File: src/ssbp_cfg.svh
// Offsets, field positions, encodings and divider counts of the buffered serial port.
`ifndef SSBP_CFG_SVH
`define SSBP_CFG_SVH

`define SSBP_OFF_CTRL1 8'h00
`define SSBP_OFF_CTRL2 8'h04
`define SSBP_OFF_STATUS 8'h08
`define SSBP_OFF_BUF_LO 8'h20
`define SSBP_OFF_BUF_HI 8'h3C

`define SSBP_C1_START 7
`define SSBP_C1_INH 6
`define SSBP_C1_MODE_HI 5
`define SSBP_C1_MODE_LO 3
`define SSBP_C1_SCK_HI 2
`define SSBP_C1_SCK_LO 0

`define SSBP_ST_ACTIVE 0
`define SSBP_ST_SHIFT 1
`define SSBP_ST_WAIT 2

`define SSBP_MODE_TX8 3'h0
`define SSBP_MODE_TX4 3'h2
`define SSBP_MODE_DUP8 3'h4
`define SSBP_MODE_RX8 3'h5
`define SSBP_MODE_RX4 3'h6

`define SSBP_SCK_EXT 3'h7
`define SSBP_CTRL1_RESET 8'h40
`define SSBP_DIV_BASE 10'h004
`define SSBP_BITS4 4'h4
`define SSBP_BITS8 4'h8

`endif

File: src/ssbp_pkg.sv
// Types shared by the buffered serial port.
package ssbp_pkg;
  typedef logic [7:0] ssbp_word_t;
  typedef enum logic [1:0] {
    SSBP_IDLE,
    SSBP_SHIFT,
    SSBP_WAIT
  } ssbp_state_e;
endpackage

File: src/ssbp_clk_div.sv
// Half-period tick divider for the internally generated serial clock.
`timescale 1ns/1ps
`default_nettype none
`include "ssbp_cfg.svh"
module ssbp_clk_div (
  // Clock and reset
  input wire logic sys_clk,
  input wire logic rst_n,
  // Control
  input wire logic run,
  input wire logic [2:0] rateSel,
  // Half-period enable pulse
  output logic tick
);
  logic [9:0] cnt_r;
  logic [9:0] half;

  // Rates 000 to 101 double the half period each step; 110 and 111 reuse the slowest.
  assign half = (rateSel > 3'h5) ? (`SSBP_DIV_BASE << 5) : (`SSBP_DIV_BASE << rateSel);
  assign tick = run && (cnt_r == half - 10'h001);

  always_ff @(posedge sys_clk) begin
    if (!rst_n || !run || tick) begin
      cnt_r <= 10'h000;
    end else begin
      cnt_r <= cnt_r + 10'h001;
    end
  end
endmodule // ssbp_clk_div
`default_nettype wire

File: src/ssbp_port.sv
// Buffered synchronous serial port with an AHB-Lite register slave.
// Summary of operation
// - Words are 4 or 8 bits; 4-bit receive stores zeros in upper nibble.
// - Every word is shifted least significant bit first.
// - A block of one to eight words runs without software help.
// - The done interrupt pulses at each block end, unless the last word is dropped or inhibit or a mode change is written in that cycle.
// - Next buffer word loads at its first bit; block end signals buffer empty.
// - Internal clock transmit waits for new data; any buffer write releases it.
// - Any buffer write, used or not, also releases the wait; a buffer read does not.
// - Clearing start finishes the current word, then clears the active flag.
// - Setting inhibit ends the transfer and clears the active flag at once.
// - External transmit with start set but no fresh data sends dummy, then ends.
// - Receive copies each word into the next buffer; block end signals full.
// - Internal receive waits while data unread; any buffer read releases it.
// - External receive with unread data drops the word and cancels reception.
// - Clearing start during receive stores the current word, then ends.
// - Inhibit during receive stops at once and discards the partial word.
// - Changing the transfer mode clears all buffer contents.
// - Duplex drives on leading edges, samples on trailing, in shared buffers.
// - Internal duplex waits for a transmit write; one write releases the wait.
// - Data changes on falling clock pin edge and is sampled on rising edge.
// - Word count code 000 to 111 selects 1 to 8 words from buffer 0.
`timescale 1ns/1ps
`default_nettype none
`include "ssbp_cfg.svh"
module ssbp_port (
  // Clock and reset
  input wire logic sys_clk,
  input wire logic rst_n,
  // AHB-Lite slave
  input wire logic hsel,
  input wire logic [7:0] haddr,
  input wire logic [1:0] htrans,
  input wire logic hwrite,
  input wire logic [2:0] hsize,
  input wire logic [31:0] hwdata,
  input wire logic hready,
  output logic [31:0] hrdata,
  output logic hreadyout,
  output logic hresp,
  // Serial pins
  input wire logic sckIn,
  output logic sckOut,
  output logic sckOe_n,
  input wire logic serialIn,
  output logic serialOut,
  // Block completion event
  output logic blockDoneIrq
);
  ssbp_pkg::ssbp_word_t wordBufferRegs_r [0:7];
  ssbp_pkg::ssbp_state_e state_r;
  logic transferStartBit_r, abortInhibitBit_r, transferActiveFlag_r;
  logic [2:0] transferModeSelect_r, sckSel_r, wordCnt_r, wordIdx_r;
  logic [3:0] bitCnt_r;
  logic [7:0] shift_r, wrAddr_r;
  logic wrPend_r, txFresh_r, rxUnread_r, dummyEnd_r;
  logic sckMeta_r, sckSync_r, sckPrev_r, siMeta_r, siSync_r;
  logic [31:0] hrdata_r;
  logic hreadyout_r, irq_r, sckOut_r, sckOeN_r, serialOut_r;

  // Mode decode.
  wire isTx = (transferModeSelect_r == `SSBP_MODE_TX8) || (transferModeSelect_r == `SSBP_MODE_TX4);
  wire isRx = (transferModeSelect_r == `SSBP_MODE_RX8) || (transferModeSelect_r == `SSBP_MODE_RX4);
  wire isDup = transferModeSelect_r == `SSBP_MODE_DUP8;
  wire fourBit = (transferModeSelect_r == `SSBP_MODE_TX4) || (transferModeSelect_r == `SSBP_MODE_RX4);
  wire [3:0] wordBits = fourBit ? `SSBP_BITS4 : `SSBP_BITS8;
  wire extClk = sckSel_r == `SSBP_SCK_EXT;

  // Bus decode.
  wire addrPhase = hsel && htrans[1] && hready;
  wire wrEn = wrPend_r;
  wire wrIsBuf = (wrAddr_r >= `SSBP_OFF_BUF_LO) && (wrAddr_r <= `SSBP_OFF_BUF_HI);
  wire rdIsBuf = (haddr >= `SSBP_OFF_BUF_LO) && (haddr <= `SSBP_OFF_BUF_HI);
  wire bufWrite = wrEn && wrIsBuf;
  wire bufRead = addrPhase && !hwrite && rdIsBuf;
  wire [2:0] wrBufIdx = wrAddr_r[4:2];
  wire [2:0] rdBufIdx = haddr[4:2];
  wire ctrl1Write = wrEn && (wrAddr_r == `SSBP_OFF_CTRL1);
  wire ctrl2Write = wrEn && (wrAddr_r == `SSBP_OFF_CTRL2);
  wire [2:0] newMode = hwdata[`SSBP_C1_MODE_HI:`SSBP_C1_MODE_LO];
  wire abortNow = ctrl1Write && hwdata[`SSBP_C1_INH];
  wire modeChange = ctrl1Write && (newMode != transferModeSelect_r);
  wire startSet = ctrl1Write && hwdata[`SSBP_C1_START] && !hwdata[`SSBP_C1_INH];

  // Serial clock edges; the pin level is read only after two flip-flops.
  wire divTick;
  wire shifting = state_r == ssbp_pkg::SSBP_SHIFT;
  wire extLead = sckPrev_r && !sckSync_r;
  wire extTrail = !sckPrev_r && sckSync_r;
  wire leadEv = shifting && (extClk ? extLead : (divTick && sckOut_r));
  wire trailEv = shifting && (extClk ? extTrail : (divTick && !sckOut_r));
  wire firstBit = bitCnt_r == 4'h0;
  wire lastBit = bitCnt_r == (wordBits - 4'h1);
  wire wordEnd = trailEv && lastBit;
  wire blockEnd = wordEnd && (wordIdx_r == wordCnt_r);
  wire dummyNow = extClk && !isRx && !txFresh_r && (wordIdx_r == 3'h0);
  wire [7:0] loadVal = dummyNow ? 8'h00 : wordBufferRegs_r[wordIdx_r];
  wire [7:0] rxNext = {siSync_r, shift_r[7:1]};
  wire [7:0] rxWord = fourBit ? {4'h0, rxNext[7:4]} : rxNext;
  wire rxStores = isRx || isDup;
  wire rxCancel = wordEnd && rxStores && extClk && rxUnread_r;
  wire rxStore = wordEnd && rxStores && !rxCancel;
  wire waitHold = isRx ? rxUnread_r : !txFresh_r;

  ssbp_clk_div u_div (
    .sys_clk(sys_clk),
    .rst_n(rst_n),
    .run(shifting && !extClk),
    .rateSel(sckSel_r),
    .tick(divTick)
  );

  // Pin synchronisers.
  always_ff @(posedge sys_clk) begin
    if (!rst_n) begin
      sckMeta_r <= 1'b1;
      sckSync_r <= 1'b1;
      sckPrev_r <= 1'b1;
      siMeta_r <= 1'b0;
      siSync_r <= 1'b0;
    end else begin
      sckMeta_r <= sckIn;
      sckSync_r <= sckMeta_r;
      sckPrev_r <= sckSync_r;
      siMeta_r <= serialIn;
      siSync_r <= siMeta_r;
    end
  end

  // Bus slave: zero wait states, reads registered in the address phase.
  always_ff @(posedge sys_clk) begin
    if (!rst_n) begin
      wrPend_r <= 1'b0;
      wrAddr_r <= 8'h00;
      hreadyout_r <= 1'b0;
    end else begin
      wrPend_r <= addrPhase && hwrite;
      wrAddr_r <= haddr;
      hreadyout_r <= 1'b1;
    end
  end

  logic [31:0] rdMux;
  always_comb begin
    rdMux = 32'h0000_0000;
    if (rdIsBuf) begin
      rdMux = {24'h000000, wordBufferRegs_r[rdBufIdx]};
    end else if (haddr == `SSBP_OFF_CTRL1) begin
      rdMux = {24'h000000, transferStartBit_r, abortInhibitBit_r, transferModeSelect_r, sckSel_r};
    end else if (haddr == `SSBP_OFF_CTRL2) begin
      rdMux = {29'h00000000, wordCnt_r};
    end else if (haddr == `SSBP_OFF_STATUS) begin
      rdMux = {29'h00000000, state_r == ssbp_pkg::SSBP_WAIT, shifting, transferActiveFlag_r};
    end
  end

  always_ff @(posedge sys_clk) begin
    if (!rst_n) begin
      hrdata_r <= 32'h0000_0000;
    end else if (addrPhase && !hwrite) begin
      hrdata_r <= rdMux;
    end
  end

  // Control registers.
  always_ff @(posedge sys_clk) begin
    if (!rst_n) begin
      {transferStartBit_r, abortInhibitBit_r, transferModeSelect_r, sckSel_r} <= `SSBP_CTRL1_RESET;
      wordCnt_r <= 3'h0;
    end else begin
      if (ctrl1Write) begin
        {transferStartBit_r, abortInhibitBit_r, transferModeSelect_r, sckSel_r} <= hwdata[7:0];
      end
      if (ctrl2Write) begin
        wordCnt_r <= hwdata[2:0];
      end
    end
  end

  // Word buffers: the engine's store takes priority over a bus write.
  genvar gi;
  generate
    for (gi = 0; gi < 8; gi++) begin : g_buf
      always_ff @(posedge sys_clk) begin
        if (!rst_n || modeChange) begin
          wordBufferRegs_r[gi] <= 8'h00;
        end else if (rxStore && (wordIdx_r == 3'(gi))) begin
          wordBufferRegs_r[gi] <= rxWord;
        end else if (bufWrite && (wrBufIdx == 3'(gi))) begin
          wordBufferRegs_r[gi] <= hwdata[7:0];
        end
      end
    end
  endgenerate

  // Data-ready and unread flags; the bus set of the ready flag wins over its block-end clear, the hardware unread set wins over the software clear.
  always_ff @(posedge sys_clk) begin
    if (!rst_n) begin
      txFresh_r <= 1'b0;
      rxUnread_r <= 1'b0;
    end else begin
      if (startSet || bufWrite) begin
        txFresh_r <= 1'b1;
      end else if (blockEnd && !isRx) begin
        txFresh_r <= 1'b0;
      end
      if (rxStore && blockEnd) begin
        rxUnread_r <= 1'b1;
      end else if (bufRead || startSet || modeChange) begin
        rxUnread_r <= 1'b0;
      end
    end
  end

  // Transfer sequencer.
  always_ff @(posedge sys_clk) begin
    if (!rst_n) begin
      state_r <= ssbp_pkg::SSBP_IDLE;
      transferActiveFlag_r <= 1'b0;
      wordIdx_r <= 3'h0;
      dummyEnd_r <= 1'b0;
    end else if (abortNow || modeChange) begin
      state_r <= ssbp_pkg::SSBP_IDLE;
      transferActiveFlag_r <= 1'b0;
    end else begin
      case (state_r)
        ssbp_pkg::SSBP_IDLE: begin
          if (startSet) begin
            state_r <= ssbp_pkg::SSBP_SHIFT;
            transferActiveFlag_r <= 1'b1;
            wordIdx_r <= 3'h0;
            dummyEnd_r <= 1'b0;
          end
        end
        ssbp_pkg::SSBP_SHIFT: begin
          if (leadEv && firstBit && dummyNow) begin
            dummyEnd_r <= 1'b1;
          end
          if (wordEnd) begin
            if (rxCancel || dummyEnd_r || !transferStartBit_r) begin
              state_r <= ssbp_pkg::SSBP_IDLE;
              transferActiveFlag_r <= 1'b0;
            end else if (blockEnd) begin
              wordIdx_r <= 3'h0;
              if (!extClk) begin
                state_r <= ssbp_pkg::SSBP_WAIT;
              end
            end else begin
              wordIdx_r <= wordIdx_r + 3'h1;
            end
          end
        end
        ssbp_pkg::SSBP_WAIT: begin
          if (!transferStartBit_r) begin
            state_r <= ssbp_pkg::SSBP_IDLE;
            transferActiveFlag_r <= 1'b0;
          end else if (!waitHold) begin
            state_r <= ssbp_pkg::SSBP_SHIFT;
          end
        end
        default: begin
          state_r <= ssbp_pkg::SSBP_IDLE;
          transferActiveFlag_r <= 1'b0;
        end
      endcase
    end
  end

  // Shift register: word loads at its first leading edge, shifts on each trailing edge.
  always_ff @(posedge sys_clk) begin
    if (!rst_n) begin
      shift_r <= 8'h00;
      bitCnt_r <= 4'h0;
    end else if (!shifting) begin
      bitCnt_r <= 4'h0;
    end else begin
      if (leadEv && firstBit) begin
        shift_r <= loadVal;
      end else if (trailEv) begin
        shift_r <= rxNext;
      end
      if (trailEv) begin
        bitCnt_r <= lastBit ? 4'h0 : bitCnt_r + 4'h1;
      end
    end
  end

  // Pin drivers and the block event.
  always_ff @(posedge sys_clk) begin
    if (!rst_n) begin
      sckOut_r <= 1'b1;
      sckOeN_r <= 1'b1;
      serialOut_r <= 1'b1;
      irq_r <= 1'b0;
    end else begin
      sckOeN_r <= extClk;
      if (!shifting || extClk) begin
        sckOut_r <= 1'b1;
      end else if (divTick) begin
        sckOut_r <= !sckOut_r;
      end
      if (leadEv && !isRx) begin
        serialOut_r <= firstBit ? loadVal[0] : shift_r[0];
      end
      irq_r <= blockEnd && !rxCancel && !abortNow && !modeChange;
    end
  end

  assign hrdata = hrdata_r;
  assign hreadyout = hreadyout_r;
  assign hresp = 1'b0;
  assign sckOut = sckOut_r;
  assign sckOe_n = sckOeN_r;
  assign serialOut = serialOut_r;
  assign blockDoneIrq = irq_r;
endmodule // ssbp_port
`default_nettype wire

File: config.mk
export PLATFORM = sky130hd
export DESIGN_NAME = ssbp_port
export DESIGN_NICKNAME = d
export VERILOG_FILES = /design/src/ssbp_pkg.sv /design/src/ssbp_clk_div.sv /design/src/ssbp_port.sv
export VERILOG_INCLUDE_DIRS = /design/src
export SDC_FILE = /design/constraint.sdc
export NUM_CORES = 1
export LEC_CHECK = 0
export ABC_AREA = 0
export BUFFER_PORTS_ARGS = -buffer_cell sky130_fd_sc_hd__buf_4
export CORE_MARGIN = 2
export CORE_UTILIZATION = 40
export CTS_CLUSTER_DIAMETER = 40
export DETAILED_ROUTE_END_ITERATION = 10
export SLEW_MARGIN = 5
export SYNTH_ARGS = -nofsm -noshare
export SYNTH_HDL_FRONTEND = slang
export SYNTH_SLANG_ARGS = --single-unit
File: constraint.sdc
create_clock -name sys_clk -period 3.2 [get_ports sys_clk]
set_input_delay 0.32 -clock sys_clk [delete_from_list [all_inputs] [get_ports sys_clk]]
set_output_delay 0.32 -clock sys_clk [all_outputs]
set_load 0.1 [all_outputs]
==> out/qor.yml <==
ys_types: 62
pwr-share-comb_pct: 10.8
diodes: 0
peakVddDrop_uv: 242
via_count: 6062
antenna_found_initial: 1
period_share_pct: 91.9
syn-instance-count: 755
route.detailed.drc: 0
crit_path_frequent_cell: "buf_4"
grt_remaining_overflow: 0
finalInstanceArea_um2: 8970
syn_area_um2: 7830
swShare_pct: 27.1
initial_utilization_pct: 40.5
dieWidth_um: 144
post_cts_resized: 0
cts_tree: "built"
path_max_fanout: 9
path_class: "flop to flop"
wl_per_cell_um: 20.4
leakagePower_uw: 0.00334
async_reset_ff_share_pct: 0
syn_to_final_growth_pct: 14.6
grt_max_degree: 34
required_ns: 3.34
drt-met1-wl_um: 9490
ys_ff_latch: 136
drv_slew: 0
tightest_slew_ns: 1.13
path_clk_slew_ns: 0.06
hpwl_um: 15500
cp-start-kind: "flop"
post_cts_buffers: 0
max_freq_ghz: 0.340
crit_slowest_cell: "dfxtp_1"
hold_viol: 0
hp-class: "input port to flop"
htree_levels: 4
p_sw_uw: 1130
cap_violations: 0
fin_util_pct: 46.4
numCtsBuffers: 17
ioPinCount: 90
vias_per_cell: 5.63
endpoint_kind: "flop"
cts_sinks: 136
seq_area_frac_synth_pct: 42.9
rows: 51
nNetsFinal: 860
layout-drive-gt1-share_pct: 18.5
clkPwrFrac_pct: 43.5
syn_area_per_cell_um2: 10.4
clockBufferDepth: 2
grt_pass1_vias: 5768
placed_area_um2: 8430
max_slew_margin_pct: 23.9
cp.arrival_ns: 3.08
track_usage_pct: 21.8
coreArea_um2: 19300
clock_latency_ns: 0.43
root_buffer: "clkbuf_16"
synth-warning-count: 0
die-height_um: 144
finalClockSkew_ns: 0.0140
max_stage_delay_ns: 0.40
place.port_buffers: 36
pwr_density_cell_nw_per_um2: 465
routed_wl_um: 21900
dieArea_um2: 20700
grt_pass1_wl_um: 33000
wl_met3_um: 1420
drt_iter0_drc: 540
critical_path.cell_chain: "ha_1, nor4b_1, buf_4, nand4b_1, a221o_1, and2_1, nor3_1, buf_4, or3_1, buf_4"
p_int_uw: 3040
tns_ns: 0
highest-signal-layer: "met4"
gp_congestion: 0.866
synth_ff_type: "dfxtp_1"
wl_met2_um: 10400
cts_hold_buffers: 0
period_minus_slack_ns: 2.94
sequentialPowerShare_pct: 45.7
ant_nets: 0
status: "completed"
synth-edff-count: 64
fillerInstances: 1828
rsz0062_at_grt: "no"
drt-pass1-iter-count: 5
finalSetupViolations: 0
## power groups by stage
stage	sequential, µW	clock, µW	combinational (µW)
5_1_grt	1910	1910	473
3_3_place_gp	1940	0	450
3_5_place_dp	1940	0	450
6_report	1910	1820	453
2_1_floorplan	1960	0	323
4_1_cts	1910	1840	450
## metal layers
| layer | global-route usage (%) | vias up |
|---|---|---|
| met5 | 0 | - |
| met4 | 9.86 | 0 |
| met3 | 4.60 | 44 |
| met2 | 35.9 | 229 |
| met1 | 27.6 | 2954 |
| li1 | - | 2835 |
## sequential cells by signal, indices dropped and copies added (netlist names), 2 cells and up, named ones only
signal                count
sckSel_r                  3
wordCnt_r                 3
state_r                   2
u_div.cnt_r              10
shift_r                   8
wordIdx_r                 3
transferModeSelect_r      3
wordBufferRegs_r         64
bitCnt_r                  4
wrAddr_r                  8
hrdata                    8
## stage by stage
step | std cells | hold WS (ns) | setup WS (ns) | power (µW)
2_1_floorplan | 779 | 0.348 | 0.411 | 2290
3_3_place_gp | 1045 | 0.399 | 0.232 | 2390
3_5_place_dp | 1045 | 0.402 | 0.264 | 2390
4_1_cts | 1077 | 0.0765 | 0.241 | 4200
5_1_grt | 1077 | 0.0971 | 0.0744 | 4300
6_report | 1077 | 0.0865 | 0.261 | 4170
## layout make-up
cell class	instances	area [µm²]	area share, %
clock buffers	21	470	5.24
clock inverters	11	75.1	0.837
inverters	18	67.6	0.753
multi-input cells	548	4050	45.2
flip-flops and latches	136	3360	37.5
well taps	265	332	3.70
repair buffers	78	611	6.81
## logic make-up (layout without fill, tap and decap cells)
kind of cell             count (synthesis)  after routing  synth area share (%)
AND/OR/NAND/NOR                        272            272                  16.9
flip-flops                             136            136                  42.9
multiplexers                           115            115                  19.9
AO/OA/AOI/OAI                          110            110                  10.4
buffers and inverters                   95            128                  6.45
XOR/XNOR                                17             17                  1.90
adder cells (fa/ha/maj)                  9              9                  1.44
other                                    1             25                0.0479
## Yosys cell counts (12+ instances only)
master	n	area share (%)
a21oi_1	20	1.3
a2bb2o_1	14	1.8
and2_1	12	0.96
buf_4	28	2.7
clkbuf_1	31	1.5
dfxtp_1	72	18
edfxtp_1	64	25
inv_1	18	0.86
mux2i_1	77	9.8
mux4_2	32	9.2
nand2_1	80	3.8
nand3_1	26	1.7
nor2_1	66	3.2
nor3_1	30	1.9
o21ai_0	13	0.83
xor2_1	13	1.5
## critical path: cells and delay by family, from the launching register on
kind / cells / cell delay [ns]
compound gates: 1 / 0.37
buf+inv: 3 / 0.60
fa+ha+maj: 1 / 0.18
simple gates: 5 / 1.08
flops: 1 / 0.40
## cell usage in the layout (no fill, tap or decap), types with 18 or more instances in the layout
cell	instances
a21oi_1	20
buf_4	76
conb_1	25
dfxtp_1	72
edfxtp_1	64
inv_1	18
mux2i_1	77
mux4_2	32
nand2_1	80
nand3_1	26
nor2_1	66
nor3_1	30
## path summary, 6_finish.rpt
| kind | start | endpoint | slack, ns | depth (start not counted) |
|---|---|---|---|---|
| hold / removal | sckIn | sckMeta_r$_SDFF_PN1_ | 0.09 | 2 |
| setup / recovery | u_div.cnt_r[0]$_SDFF_PP0_ | wordBufferRegs_r[5][2]$_DFFE_PP_ | 0.26 | 10 |
| hold reg to reg | sckMeta_r$_SDFF_PN1_ | sckSync_r$_SDFF_PN1_ | 0.41 | 1 |
| setup reg to reg | u_div.cnt_r[0]$_SDFF_PP0_ | wordBufferRegs_r[5][2]$_DFFE_PP_ | 0.26 | 10 |
No activity file was read; power rests on OpenSTA's default activity.
